[src/common/instr_decoder_pkg.sv]
/*
 package of constants for the spi instruction decoder.
 assumes the spi framing layer delivers whole, already checked 16-bit words.
*/
package instr_decoder_pkg;
   localparam int WORD_W = 16;
   localparam int ADDR_W = 13;
   localparam int CHAN_W = 4;
   localparam int NUM_CHAN = 16;
   // word layout
   localparam int DEV_BIT = 15;
   localparam int RW_BIT = 13;
   localparam int ADDR_LSB = 0;
   localparam int REGION_LSB = 5;
   localparam int REGION_MSB = 12;
   localparam int CHAN_LSB = 0;
   localparam logic [ADDR_W-1:0] REG_BASE = 13'h0020;
   // write-type instruction codes (address field)
   localparam logic [ADDR_W-1:0] SELECT_CHANNEL_ZERO_CMD = 13'h0000;
   localparam logic [ADDR_W-1:0] SELECT_CHANNEL_LAST_CMD = 13'h000f;
   localparam logic [ADDR_W-1:0] ABORT_CMD = 13'h0010;
   localparam logic [ADDR_W-1:0] END_CMD = 13'h0011;
   localparam logic [ADDR_W-1:0] CLEAR_ALARM_CMD = 13'h0012;
   localparam logic [ADDR_W-1:0] CLEAR_RESULT_CMD = 13'h0013;
   localparam logic [ADDR_W-1:0] RESET_CMD = 13'h0014;
   localparam logic [ADDR_W-1:0] CLEAR_USER_CMD = 13'h0015;
   localparam logic [ADDR_W-1:0] RELOAD_CMD = 13'h0016;
   localparam logic [ADDR_W-1:0] RESERVED_CMD = 13'h0017;
   // read-type reading mode codes (address field)
   localparam logic [ADDR_W-1:0] SINGLE_CHAN_ONCE_CMD = 13'h0000;
   localparam logic [ADDR_W-1:0] SINGLE_CHAN_LOOP_CMD = 13'h0001;
   localparam logic [ADDR_W-1:0] MULTI_CHAN_PASS_CMD = 13'h0002;
   localparam logic [ADDR_W-1:0] MULTI_CHAN_LOOP_CMD = 13'h0003;
   localparam logic [ADDR_W-1:0] MULTI_CHAN_STEP_CMD = 13'h0004;
   localparam logic [7:0] ALARM_REG_ADDR = 8'h33;
   localparam logic [23:0] RESULT_CLEAR_VALUE = 24'h000000;
   localparam logic [1:0] CLOCK_SOURCE_RC = 2'h0;
   localparam logic [CHAN_W-1:0] CHAN_ZERO = 4'h0;
   localparam logic [NUM_CHAN-1:0] NO_CHANNELS = 16'h0000;
   // clock switch window
   localparam int SYS_CLK_HZ = 25000000;
   localparam int CLK_SWITCH_MS = 50;
   localparam int CLK_SWITCH_CYCLES = (SYS_CLK_HZ / 1000) * CLK_SWITCH_MS;
   typedef enum logic [2:0] {
      MODE_NONE, MODE_SS, MODE_SC, MODE_MM, MODE_MC, MODE_MS
   } read_mode_t;
endpackage

[src/hw/spi_instruction_decoder.sv]
/*
 spi instruction decoder: splits 16-bit host words into instruction commands and
 register accesses, keeps the logical channel pointer, issues reset/clear pulses
 and sequences the reading modes.
 assumes words arrive checked, one i_word_valid pulse each, issued at the last
 falling sclk edge; i_conv_done pulses from the converter; i_sync is a raw pin.
*/
`timescale 1ns/1ps
// How it works
// word is device bit, rw, 13 address bits
// zero bits 5..12 is command, else register
// codes 0x0..0xf set channel pointer
// power-on, pin and command reset act alike
// reset drives pins, reference, filters, registers, shadow
// clock source to rc, auto switch 50 ms
// 0x0012 clears global alarm bits
// 0x0013 zeroes all channel results
// 0x0015 clears user registers, keeps clock select
// 0x0016 reloads trims and calibration only
// 0x0010 abort, 0x0011 end, 0x0017 reserved
// read codes 0x2000..0x2004 pick reading modes
// sync off: start at command end
// sync on: arm, start on sync rise
// single once: convert once, then wait
// single loop: repeat until abort or end
// sync rise, or with sync off a command, mid-conversion restarts it
// multi loop repeats pass indefinitely
// step mode advances pointer per conversion
// step mode waits trigger, wraps to first
// step restart stays on current channel
// host holds sync two clocks at least
// multi pass: each enabled channel once, ascending
// abort/end return idle, drop armed trigger
module spi_instruction_decoder
   import instr_decoder_pkg::*;
#(
   parameter int CLK_SWITCH_COUNT = CLK_SWITCH_CYCLES,
   parameter logic DEVICE_ADDR_PIN = 1'b0
) (
   input wire logic i_sys_clk,
   input wire logic i_rst_n,
   input wire logic i_word_valid,
   input wire logic [instr_decoder_pkg::WORD_W-1:0] i_word,
   input wire logic i_sync_enable,
   input wire logic i_sync,
   input wire logic [instr_decoder_pkg::NUM_CHAN-1:0] i_chan_enable,
   input wire logic i_conv_done,
   input wire logic i_ext_clock_present,
   output logic o_reg_access,
   output logic o_reg_write,
   output logic [instr_decoder_pkg::ADDR_W-1:0] o_reg_addr,
   output logic [instr_decoder_pkg::CHAN_W-1:0] o_channel_ptr,
   output logic o_soft_reset,
   output logic o_in_reset,
   output logic o_clear_alarm,
   output logic [7:0] o_alarm_reg_addr,
   output logic o_clear_results,
   output logic [23:0] o_result_value,
   output logic o_clear_user_regs,
   output logic o_reload_shadow,
   output logic [1:0] o_clock_source_select,
   output logic o_use_external_clock,
   output logic o_conv_start,
   output logic o_conv_abort,
   output logic o_conv_busy,
   output logic [2:0] o_read_mode
);
   import instr_decoder_pkg::*;

   typedef enum logic [1:0] {IDLE, ARMED, CONVERTING} seq_state_t;

   ////////////////////////////////////////////////////////////////////////////////
   // reset: pin reset synchronised, command reset folded in
   logic rst_meta;
   logic rst_sync;
   logic soft_rst;
   logic rst_n;
   always_ff @(posedge i_sys_clk or negedge i_rst_n) begin
      if (!i_rst_n) begin
         rst_meta <= 1'b0;
         rst_sync <= 1'b0;
      end else begin
         rst_meta <= 1'b1;
         rst_sync <= rst_meta;
      end
   end
   // the command reset lasts one cycle through a flop so it cannot glitch itself
   assign rst_n = rst_sync & ~soft_rst;

   ////////////////////////////////////////////////////////////////////////////////
   // sync pin: two flops, then edge detect on the second copy
   logic sync_meta;
   logic sync_s;
   logic sync_d;
   always_ff @(posedge i_sys_clk or negedge rst_n) begin
      if (!rst_n) begin
         sync_meta <= 1'b0;
         sync_s <= 1'b0;
         sync_d <= 1'b0;
      end else begin
         sync_meta <= i_sync;
         sync_s <= sync_meta;
         sync_d <= sync_s;
      end
   end
   // pulses shorter than two clocks may be missed
   logic sync_rise;
   assign sync_rise = sync_s & ~sync_d;

   ////////////////////////////////////////////////////////////////////////////////
   // word decode
   logic for_me;
   logic is_read;
   logic [ADDR_W-1:0] addr;
   logic is_cmd;
   assign for_me = i_word_valid && (i_word[DEV_BIT] == DEVICE_ADDR_PIN);
   assign is_read = i_word[RW_BIT];
   assign addr = i_word[ADDR_LSB +: ADDR_W];
   assign is_cmd = (addr[REGION_MSB:REGION_LSB] == '0);

   logic chan_cmd;
   logic abort_end_cmd;
   logic mode_cmd;
   read_mode_t cmd_mode;
   always_comb begin
      chan_cmd = for_me && is_cmd && !is_read && addr <= SELECT_CHANNEL_LAST_CMD;
      abort_end_cmd = for_me && is_cmd && !is_read && (addr == ABORT_CMD || addr == END_CMD);
      cmd_mode = MODE_NONE;
      if (for_me && is_cmd && is_read) begin
         case (addr)
            SINGLE_CHAN_ONCE_CMD: cmd_mode = MODE_SS;
            SINGLE_CHAN_LOOP_CMD: cmd_mode = MODE_SC;
            MULTI_CHAN_PASS_CMD: cmd_mode = MODE_MM;
            MULTI_CHAN_LOOP_CMD: cmd_mode = MODE_MC;
            MULTI_CHAN_STEP_CMD: cmd_mode = MODE_MS;
            default: cmd_mode = MODE_NONE;
         endcase
      end
      mode_cmd = (cmd_mode != MODE_NONE);
   end

   // register accesses are passed on with their address, region starts at 0x20
   always_ff @(posedge i_sys_clk or negedge rst_n) begin
      if (!rst_n) begin
         o_reg_access <= 1'b0;
         o_reg_write <= 1'b0;
         o_reg_addr <= '0;
      end else begin
         o_reg_access <= for_me && !is_cmd && addr >= REG_BASE;
         o_reg_write <= for_me && !is_cmd && !is_read;
         if (for_me && !is_cmd) begin
            o_reg_addr <= addr;
         end
      end
   end

   ////////////////////////////////////////////////////////////////////////////////
   // clear / reset / reload pulses
   // soft_rst uses the pin reset only, so it can clear itself next cycle
   always_ff @(posedge i_sys_clk or negedge rst_sync) begin
      if (!rst_sync) begin
         soft_rst <= 1'b0;
      end else begin
         soft_rst <= for_me && !is_read && addr == RESET_CMD;
      end
   end

   always_ff @(posedge i_sys_clk or negedge rst_n) begin
      if (!rst_n) begin
         o_clear_alarm <= 1'b0;
         o_clear_results <= 1'b0;
         o_clear_user_regs <= 1'b0;
         o_reload_shadow <= 1'b0;
      end else begin
         o_clear_alarm <= for_me && !is_read && addr == CLEAR_ALARM_CMD;
         o_clear_results <= for_me && !is_read && addr == CLEAR_RESULT_CMD;
         o_clear_user_regs <= for_me && !is_read && addr == CLEAR_USER_CMD;
         o_reload_shadow <= for_me && !is_read && addr == RELOAD_CMD;
      end
   end
   // reserved code 0x0017 and unknown codes fall through with no effect
   assign o_alarm_reg_addr = ALARM_REG_ADDR;
   assign o_result_value = RESULT_CLEAR_VALUE;
   // reset pulse for the rest of the chip: pins high-z, internal ref, filters,
   // user registers and shadow reload all key off this level
   assign o_in_reset = ~rst_n;
   assign o_soft_reset = soft_rst;

   ////////////////////////////////////////////////////////////////////////////////
   // clock source: rc after reset, switch once external clock seen for the window
   logic [31:0] clk_count;
   always_ff @(posedge i_sys_clk or negedge rst_n) begin
      if (!rst_n) begin
         clk_count <= '0;
         o_use_external_clock <= 1'b0;
      end else if (!i_ext_clock_present) begin
         clk_count <= '0;
      end else if (!o_use_external_clock) begin
         if (clk_count >= 32'(CLK_SWITCH_COUNT - 1)) begin
            o_use_external_clock <= 1'b1;
         end
         clk_count <= clk_count + 32'd1;
      end
   end
   // clock select survives clear-user, only a true reset returns it to rc
   always_ff @(posedge i_sys_clk or negedge rst_n) begin
      if (!rst_n) begin
         o_clock_source_select <= CLOCK_SOURCE_RC;
      end else begin
         o_clock_source_select <= o_clock_source_select;
      end
   end

   ////////////////////////////////////////////////////////////////////////////////
   // enabled channel search
   function automatic logic [CHAN_W:0] next_enabled(input logic [NUM_CHAN-1:0] en,
                                                    input logic [CHAN_W:0] from);
      logic [CHAN_W:0] found;
      found = {1'b1, CHAN_ZERO};
      for (int k = NUM_CHAN - 1; k >= 0; k--) begin
         if (en[k] && k >= int'(from)) begin
            found = (CHAN_W+1)'(k);
         end
      end
      return found;
   endfunction

   ////////////////////////////////////////////////////////////////////////////////
   // conversion sequencer
   seq_state_t state;
   read_mode_t mode;
   logic [CHAN_W-1:0] pass_first;
   logic trigger;
   logic [CHAN_W:0] nxt;
   logic [CHAN_W:0] first_en;
   // with sync on only the pin starts; with it off the command itself does
   assign trigger = i_sync_enable ? sync_rise : mode_cmd;
   assign nxt = next_enabled(i_chan_enable, {1'b0, o_channel_ptr} + 5'd1);
   assign first_en = next_enabled(i_chan_enable, '0);

   always_ff @(posedge i_sys_clk or negedge rst_n) begin
      if (!rst_n) begin
         state <= IDLE;
         mode <= MODE_NONE;
         o_channel_ptr <= CHAN_ZERO;
         pass_first <= CHAN_ZERO;
         o_conv_start <= 1'b0;
         o_conv_abort <= 1'b0;
      end else begin
         o_conv_start <= 1'b0;
         o_conv_abort <= 1'b0;
         if (chan_cmd) begin
            o_channel_ptr <= addr[CHAN_LSB +: CHAN_W];
         end
         if (abort_end_cmd) begin
            state <= IDLE;
            mode <= MODE_NONE;
            o_conv_abort <= (state == CONVERTING);
         end else if (mode_cmd && i_sync_enable) begin
            state <= ARMED;
            mode <= cmd_mode;
            o_conv_abort <= (state == CONVERTING);
         end else if (trigger && (state != IDLE || mode_cmd)) begin
            // restart: multi pass/loop go back to first enabled, step keeps channel
            if (mode_cmd) begin
               mode <= cmd_mode;
            end
            o_conv_abort <= (state == CONVERTING);
            state <= CONVERTING;
            o_conv_start <= 1'b1;
            if ((mode_cmd ? cmd_mode : mode) inside {MODE_MM, MODE_MC} && !first_en[CHAN_W]) begin
               o_channel_ptr <= first_en[CHAN_W-1:0];
            end
         end else if (state == CONVERTING && i_conv_done) begin
            case (mode)
               MODE_SS: state <= IDLE;
               MODE_SC: o_conv_start <= 1'b1;
               MODE_MM, MODE_MC: begin
                  if (!nxt[CHAN_W]) begin
                     o_channel_ptr <= nxt[CHAN_W-1:0];
                     o_conv_start <= 1'b1;
                  end else if (mode == MODE_MC && !first_en[CHAN_W]) begin
                     o_channel_ptr <= first_en[CHAN_W-1:0];
                     o_conv_start <= 1'b1;
                  end else begin
                     state <= IDLE;
                  end
               end
               MODE_MS: begin
                  // next trigger is a repeat command or sync edge
                  o_channel_ptr <= !nxt[CHAN_W] ? nxt[CHAN_W-1:0] : first_en[CHAN_W-1:0];
                  state <= ARMED;
               end
               default: state <= IDLE;
            endcase
         end
      end
   end
   assign o_conv_busy = (state == CONVERTING);
   assign o_read_mode = mode;
endmodule

[config.mk]
export PLATFORM = sky130hd
export DESIGN_NAME = spi_instruction_decoder
export DESIGN_NICKNAME = d
export VERILOG_FILES = /design/src/common/instr_decoder_pkg.sv /design/src/hw/spi_instruction_decoder.sv
export SDC_FILE = /design/constraint.sdc
export NUM_CORES = 1
export LEC_CHECK = 0
export ABC_CLOCK_PERIOD_IN_PS = 2340
export BUFFER_PORTS_ARGS = -buffer_cell sky130_fd_sc_hd__buf_2
export CELL_PAD_IN_SITES_DETAIL_PLACEMENT = 1
export CELL_PAD_IN_SITES_GLOBAL_PLACEMENT = 1
export CORE_MARGIN = 2
export CORE_UTILIZATION = 42
export CTS_BUF_LIST = sky130_fd_sc_hd__clkbuf_8
export DETAILED_ROUTE_END_ITERATION = 10
export PLACE_DENSITY = 0.88
export SLEW_MARGIN = 20
export SYNTH_ARGS = -nofsm -noshare
export SYNTH_HDL_FRONTEND = slang
export SYNTH_SLANG_ARGS = --single-unit
[constraint.sdc]
create_clock -name i_sys_clk -period 2.34 [get_ports i_sys_clk]
set_input_delay 0.351 -clock i_sys_clk [delete_from_list [all_inputs] [get_ports i_sys_clk]]
set_output_delay 0.351 -clock i_sys_clk [all_outputs]
set_load 0.01 [all_outputs]
After elaboration in Yosys (flattened, before gate mapping)
Index checks and enable logic that the tools add are counted.
W data, S select, Z words.

cells by class
  mux-type cells = 70
  add/subtract/negate cells = 2
  order comparisons = 19
  bitwise logic cells = 6
  reductions and logical operators = 50
  equal/unequal tests = 22

operators by type and width
  cell                     number
  $mux W5                  32
  $eq A13 B5 Y1 const B    7
  $mux W32                 2
  $ge A4 B5 Y1 const A     8
  $logic_and A1 B1 Y1      36
  $mux W4                  9
  $add A32 B1 Y32 const B  1
  $ge A32 B21 Y1 const B   1
  $eq A13 B2 Y1 const B    2
  $ge A3 B5 Y1 const A     4
  $mux W3                  5
  $pmux W3 S5              1
  $eq A13 B1 Y1 const B    1
  $eq A13 B3 Y1 const B    1
  $ge A13 B6 Y1 const B    1
  $le A13 B4 Y1 const B    1
  $logic_not A13 Y1        1
  $mux W1                  12
  $mux W2                  6
  $ge A1 B5 Y1 const A     2
  $ge A2 B5 Y1 const A     2
  $ne A5 B5 Y1 const B     2
  $eq A3 B2 Y1 const B     3
  $eq A3 B3 Y1 const B     3
  other kinds (17)         26

storage, ports and cells
  register bits after elaboration = 69
  input bits = 39
  output and inout bits = 66
  word-level logic and storage cells = 189

Longest topological paths before layout
Gate-level depths: netlist of run 1.

  depth after elaboration = 25
  depth in mapped cells = 11
  mapped depth without buffers = 9

Worst setup path after synthesis of run 1
Ideal clock, no wire load.

  kind = register to register
  start point = reg o_channel_ptr[0] (netlist name)
  end point = reg state[1]
  buffers on the path = 2
  slack = -0.363 ns
  arrival time = 2.582 ns
  stages on the path, launching flop included = 12
  clock period less this slack = 2.703 ns
  library setup time = 0.120 ns
  required time = 2.220 ns
  path through = dfrtp_1 buf_2 inv_1 ha_1 or3_1 clkbuf_1 o21ai_1 a41oi_1 or2_1 nor3_2 nand3_1 a41o_1

on the way
  cells in the longest elaborated chain, start to end = 21
  elaborated cells between the ends (all ways) = 51
  classes of those cells = add/sub (1); order compare (16); eq/ne (1); mux (16); reduce/logical (17)

RTL lines
  item                           RTL line                        text
  start, declared                spi_instruction_decoder.sv:52   output logic [instr_decoder_pkg::CHAN_W-1:0] o_channel_ptr,
  start signal, assigned         spi_instruction_decoder.sv:253  o_channel_ptr <= addr[CHAN_LSB +: CHAN_W];
  start signal, assigned         spi_instruction_decoder.sv:272  o_channel_ptr <= first_en[CHAN_W-1:0];
  start signal, assigned         spi_instruction_decoder.sv:280  o_channel_ptr <= nxt[CHAN_W-1:0];
  $add A4 B1 Y5 *                spi_instruction_decoder.sv:238  assign nxt = next_enabled(i_chan_enable, {1'b0, o_channel_ptr} + 5'd1);
  $ge A4 B5 Y1                   spi_instruction_decoder.sv:221  if (en[k] && k >= int'(from)) begin
  $logic_and A1 B1 Y1            spi_instruction_decoder.sv:221
  $mux W5 (15 in series)         spi_instruction_decoder.sv:221
  $mux W5 *                      spi_instruction_decoder.sv:221
  $ne A5 B5 Y1 (no line) *       n/a
  $reduce_and A4 Y1 (no line) *  n/a
  end signal, assigned           spi_instruction_decoder.sv:243  state <= IDLE;
  end signal, assigned           spi_instruction_decoder.sv:256  state <= IDLE;
  end signal, assigned           spi_instruction_decoder.sv:260  state <= ARMED;
  end, declared                  spi_instruction_decoder.sv:230  seq_state_t state;

Every way passes the cells marked *; elsewhere a longest branch is shown, timed or not.
A chain may end at the register's enable or synchronous reset.

Worst setup path after layout of run 1
  start point = reg o_channel_ptr[1] (netlist name)
  end point = reg o_channel_ptr[2] (netlist name)

on the way
  cells in the longest elaborated chain, start to end = 25
  elaborated cells between the ends (all ways) = 56
  classes of those cells = add/sub (1); order compare (16); mux (23); reduce/logical (16)

RTL lines
  item                               RTL line                                                        text
  $add A4 B1 Y5 *                    spi_instruction_decoder.sv:238
  $ge A4 B5 Y1                       spi_instruction_decoder.sv:221
  $logic_and A1 B1 Y1                spi_instruction_decoder.sv:221
  $mux W5 (15 in series)             spi_instruction_decoder.sv:221
  $mux W5 *                          spi_instruction_decoder.sv:221
  $mux W4, on equally long branches  spi_instruction_decoder.sv:291, spi_instruction_decoder.sv:279
  $pmux W4 S2 *                      spi_instruction_decoder.sv:275                                  case (mode)
  $mux W4 *                          spi_instruction_decoder.sv:274                                  end else if (state == CONVERTING && i_conv_done) begin
  $mux W4 *                          spi_instruction_decoder.sv:263                                  end else if (trigger && (state != IDLE || mode_cmd)) begin
  $mux W4 *                          spi_instruction_decoder.sv:259                                  end else if (mode_cmd && i_sync_enable) begin
  $mux W4 *                          spi_instruction_decoder.sv:255                                  if (abort_end_cmd) begin

Marked as above.

==> results of run 1 <==
layout make-up:
cell class | instances | area [sq um] | share of cell area
inverter | 19 | 75.1 | 0.0129
clock inverter | 7 | 115 | 0.0198
sequential | 69 | 1730 | 0.298
timing repair buffer | 121 | 754 | 0.130
tap | 140 | 175 | 0.0301
clock buffer | 9 | 124 | 0.0213
multi-input combinational | 410 | 2840 | 0.488
through the flow:
stage	worst slack, ns	std cells	power [mW]	hold slack [ns]	area (sq um)
global placement	-0.244	754	2.62	0.00928	5360
CTS	-0.0710	774	3.98	0.0333	5730
global route	-0.238	775	4.28	0.0392	5810
detailed placement	-0.352	754	2.70	0.0281	5360
finish	-0.131	775	4.07	0.0263	5810
floorplan	-0.0577	553	2.20	0.00587	4840
logic make-up (layout without fill, tap and decap cells):
kind of cell	after synthesis	after routing	share of synthesized area
XOR/XNOR	27	27	0.0506
other	2	35	0.00161
buffers and inverters	74	156	0.0907
adder cells (fa/ha/maj)	5	5	0.0134
flip-flops	69	69	0.369
multiplexers	20	20	0.0468
AND/OR/NAND/NOR	206	206	0.250
AO/OA/AOI/OAI	117	117	0.178
layer usage:
layer | track usage | share of wire | vias to the layer above
met4 | 0.0940 | 0.030 | 0
met3 | 0.0628 | 0.044 | 42
met1 | 0.293 | 0.38 | 2230
met5 | 0 | 0 | -
li1 | - | - | 2033
met2 | 0.485 | 0.54 | 140
worst max-delay path, stage by stage, from the launching register on:
cell	delay, ns
dfrtp_2	0.48
ha_4	0.30
buf_6	0.14
nand2_2	0.07
nand4_1	0.11
a311oi_2	0.30
nand4_1	0.25
buf_4	0.22
nor4b_4	0.28
a221oi_1	0.11
o21ai_1	0.14
registers in the layout, indices dropped and copies added (netlist names):
register	count
clk_count	32
o_channel_ptr	4
o_clear_alarm	1
o_clear_results	1
o_clear_user_regs	1
o_conv_abort	1
o_conv_start	1
o_read_mode	3
o_reg_access	1
o_reg_addr	13
o_reg_write	1
o_reload_shadow	1
o_soft_reset	1
o_use_external_clock	1
rst_meta	1
rst_sync	1
state	2
sync_d	1
sync_meta	1
sync_s	1
power by group through the flow:
stage | registers (mW) | logic, mW | clock network [mW]
after floorplan | 1.39 | 0.813 | 0
after global placement | 1.38 | 1.24 | 0
after detailed placement | 1.39 | 1.31 | 0
after CTS | 1.38 | 1.42 | 1.19
after global routing | 1.39 | 1.66 | 1.23
final | 1.38 | 1.53 | 1.17
cell usage after synthesis (8+ instances only):
master     n
nand4_1   12
nor2b_1   12
inv_1     19
and2_1    32
o21ai_0   18
mux2_2    15
buf_4     34
nor2_1    34
dfrtp_1   69
buf_2      9
nand2_1   37
xnor2_1   22
nand3_1   16
nor4_1    10
clkbuf_1  11
nand2b_1   8
a21oi_1   16
and3_1     8
final timing paths:
kind | start | slack, ns | endpoint
setup / recovery | o_channel_ptr[1] | -0.13 | o_channel_ptr[2]
hold / removal | rst_sync | 0.03 | o_soft_reset
setup reg to reg | o_channel_ptr[1] | -0.13 | o_channel_ptr[2]
hold reg to reg | rst_sync | 0.03 | o_soft_reset
max in group asynchronous | o_soft_reset | 1.45 | o_channel_ptr[2]
min in group i_sys_clk | i_sync | 0.10 | sync_meta
repair_timing:
action | 4_1_cts | 5_1_grt
gates resized for setup | 22 | 17
hold buffers | 1 | 0
endpoints found under the setup margin | 7 | 10
setup buffers | 3 | 1
endpoints found under the hold margin | 2 | 0
pin swaps | 14 | 10
==> metrics.csv, run 1 <==
metric,value,unit
status,finished with violations,
violations,negative setup slack,
ys_async_sr_fraction,1.00,
netlist_area,0.00468,sq mm
yosysUniqueCellTypes,74,
ant_nets,0,
setup_ws,-0.131,ns
grt_setup_unrepaired,yes,
cts-root-buf,clkbuf_8,
period_share,1.06,
grt_usage,0.263,
first_iter_violations,205,
p_per_area,701,mW/mm^2
crit_fanout,8,
fin_util,0.536,
endpoint_kind,flop,
row_count,38,
layout-drive-gt1-share,0.312,
drc,0,
routedWlPerCell,19.5,um
period_needed,2.47,ns
max_freq,405,MHz
ioPinCount,105,
clockBufferDepth,2,
area_growth,24.3,%
finalSetupTns,-0.603,ns
io_buffers,69,
die_w,110,um
ys_seq_area_frac,0.369,
wirelength,15100,um
p_leak,2.68,nW
finalSetupViolations,6,
clock_skew,0.00911,ns
cts.clk_slew.worst_paths,0.08,ns
clk_latency,0.36,ns
crit_arrival,2.76,ns
grt_overflow,0,
relSlewSlack,0.481,
synth.area.top_cells,"dfrtp_1 37%, buf_4 5.5%, and2_1 4.3%",
intPower,2.64,mW
firstDrtPassIters,5,
h-tree-depth,3,
synth-edff-count,0,
die_h,110,um
p_switching,1.43,mW
grt_first_pass_wirelength,24400,um
cts_buffers,9,
yosysWarnings,0,
synthFlopType,dfrtp_1,
n_antenna_cell,0,
max-cap-violations,0,
synth_top_cell_area_share,0.369,
vdd_drop_max,0.671,mV
layout_common_cells,"69 x buf_2, 66 x dfrtp_1, 49 x buf_4",
avgSynthCellArea,8.99,sq um
dp_hpwl,10600,um
routed_via_density,5.74,
antenna_found_initial,0,
worstMarginPinSlew,0.768,ns
netlist_instances,520,
p_seq_frac,0.339,
synth_top_area_cell,dfrtp_1,
pwr-share-comb,0.375,
hold_viol,0,
core-area,0.0108,sq mm
yosys_register_bits,69,
place_congestion,0.872,
final_net_count,674,
vias,4445,
crit_path_start_kind,flop,
initial_core_util,0.431,
grt_max_degree,67,
finalMaxSlewViolations,0,
grt_pass1_vias,4796,
cts.sinks,69,
dieArea,0.0120,sq mm
required,2.63,ns
reg2reg_depth,10,
criticalPathCategory,reg2reg,
cts_tree,done,
hp-class,reg2async,
mostFrequentLayoutCell,buf_2,
fill_cells,1276,
netSwitchingFraction,0.352,
clock_power_share,0.286,
Note: power is estimated with default switching activity, not from simulation.
==> run 2, diff against run 1 <==
Settings changed: ABC_CLOCK_PERIOD_IN_PS 2340 to 2650, CAP_MARGIN from default to 20, SLEW_MARGIN 20 to default.
Clock period 2.34 ns to 2.65 ns, I/O delays scaled along.
==> metrics.csv, run 2 (synthesis gave the netlist of run 1 again) <==
metric,value,unit,change
grt_max_degree,67,,unchanged
vdd_drop_max,0.463,mV,-31%
routedWlPerCell,17.9,um,-8.0%
finalSetupViolations,0,,-6
dp_hpwl,9860,um,-6.9%
status,"complete, no violations",,
grtUsageMet1,0.293,,+0.000310
layout_common_cells,"69 x buf_2, 67 x dfrtp_1, 36 x nand2_1",,
critPathMaxStageDelay,0.46,ns,-0.02 ns
period_share,0.964,,-0.0921
relSlewSlack,0.446,,-0.0355
use_met2,0.393,,-0.0922
cts_buffers,9,,unchanged
required,2.92,ns,+0.29 ns
reg2reg_depth,10,,unchanged
p_per_area,625,mW/mm^2,-11%
fin_util,0.512,,-0.0247
dieArea,0.0120,sq mm,unchanged
final_net_count,653,,-3.1%
grt_first_pass_wirelength,21900,um,-10%
cts_tree,done,,
row_count,38,,unchanged
hold_viol,0,,unchanged
grt_pass1_vias,4387,,-8.5%
path_cells,"buf_6, inv_1, ha_2, or3_4, o21a_1, a21boi_1, o32ai_1, a2111oi_2, o31ai_2, nand4_1",,
busiest_layer,met2,,
n_antenna_cell,0,,unchanged
period_needed,2.55,ns,+0.0832 ns
finalSetupTns,0,ns,+0.603 ns
core-area,0.0108,sq mm,unchanged
hp-class,reg2async,,
cts-root-buf,clkbuf_8,,
ant_nets,0,,unchanged
die_h,110,um,unchanged
die_w,110,um,unchanged
cts.sinks,69,,unchanged
initial_core_util,0.431,,unchanged
max-cap-violations,0,,unchanged
crit_family,compound AO/OA/AOI/OAI gates,,
crit_fanout,5,,-3
clk_latency,0.34,ns,-0.02 ns
cp_num_buf_inv,2,,unchanged
ioPinCount,105,,unchanged
cts.clk_slew.worst_paths,0.08,ns,about the same
grt_usage,0.231,,-0.0319
crit_path_start_kind,flop,,
gr-usage-met3,0.0504,,-0.0124
cp_slowest_cell,a2111oi_2,,
crit_arrival,2.83,ns,+0.07 ns
worstMarginPinSlew,0.831,ns,+0.0630 ns
grt_overflow,0,,unchanged
p_leak,2.54,nW,-5.1%
h-tree-depth,3,,unchanged
criticalPathCategory,reg2reg,,
first_iter_violations,317,,+55%
top_regs,"clk_count (32), o_reg_addr (13), o_channel_ptr (4)",,
antenna_found_initial,0,,unchanged
clockBufferDepth,2,,unchanged
clock_skew,0.00833,ns,-0.000784 ns
finalMaxSlewViolations,0,,unchanged
io_buffers,69,,unchanged
area_growth,18.6,%,
wirelength,13500,um,-11%
endpoint_kind,flop,,
vias,4297,,-3.3%
crit_cells,10,,unchanged
max_freq,392,MHz,-3.3%
layout-drive-gt1-share,0.259,,-0.0529
drc,0,,unchanged
firstDrtPassIters,4,,-1
mostFrequentLayoutCell,buf_2,,
routed_via_density,5.70,,-0.64%
top_register,clk_count,,
place_congestion,0.885,,+1.6%
largest_reg_flops,32,,unchanged
-- run 2: routing by layer --
metal / up-vias / routed length (um)
met5: - / 0
met4: 0 / 239
met3: 23 / 727
met2: 148 / 6630
met1: 2135 / 5890
li1: 1991 / -
-- run 2: metrics by stage --
stage	setup WS (ns)	std cells	cell area [sq um]	power, mW	hold WS [ns]
after floorplan	0.0233	553	4800	1.90	0.00587
after global placement	0.00560	734	5170	2.25	0.0108
after detailed placement	-0.109	734	5170	2.31	0.0211
after CTS	0.0142	751	5410	3.30	0.0264
after global routing	-0.0115	754	5550	3.66	0.0386
final	0.0961	754	5550	3.47	0.0219
-- run 2: layout make-up --
type                       count  area, sq um
fill                        1296         5300
multi-input combinational    410         2760
sequential                    69         1730
timing repair buffer         100          588
tap                          140          175
clock buffer                  11          151
clock inverter                 5         73.8
inverter                      19         71.3
-- run 2: what timing repair did --
item | 4_1_cts | 5_1_grt
hold buffers | 1 | 0
pin swaps | 0 | 7
endpoints found under the setup margin | 1 | 6
resized for setup | 2 | 22
buffers inserted | 0 | 3
endpoints found under the hold margin | 2 | 0
-- run 2: report_power, final --
group	internal [mW]	switching (mW)	leakage [nW]	total, mW
registers	1.13	0.0738	0.909	1.20
clock network	0.575	0.392	0.121	0.967
logic	0.553	0.745	1.51	1.30
-- run 2: path summary, 6_finish.rpt --
check,slack (ns),from,end
min in group i_sys_clk,0.16,i_sync,sync_meta
worst max-delay path,0.1,o_channel_ptr[1],o_channel_ptr[0]
worst min-delay path,0.02,rst_sync,o_soft_reset
worst max register to register,0.1,o_channel_ptr[1],o_channel_ptr[0]
worst min register to register,0.02,rst_sync,o_soft_reset
max in group asynchronous,1.38,o_soft_reset,o_channel_ptr[1]
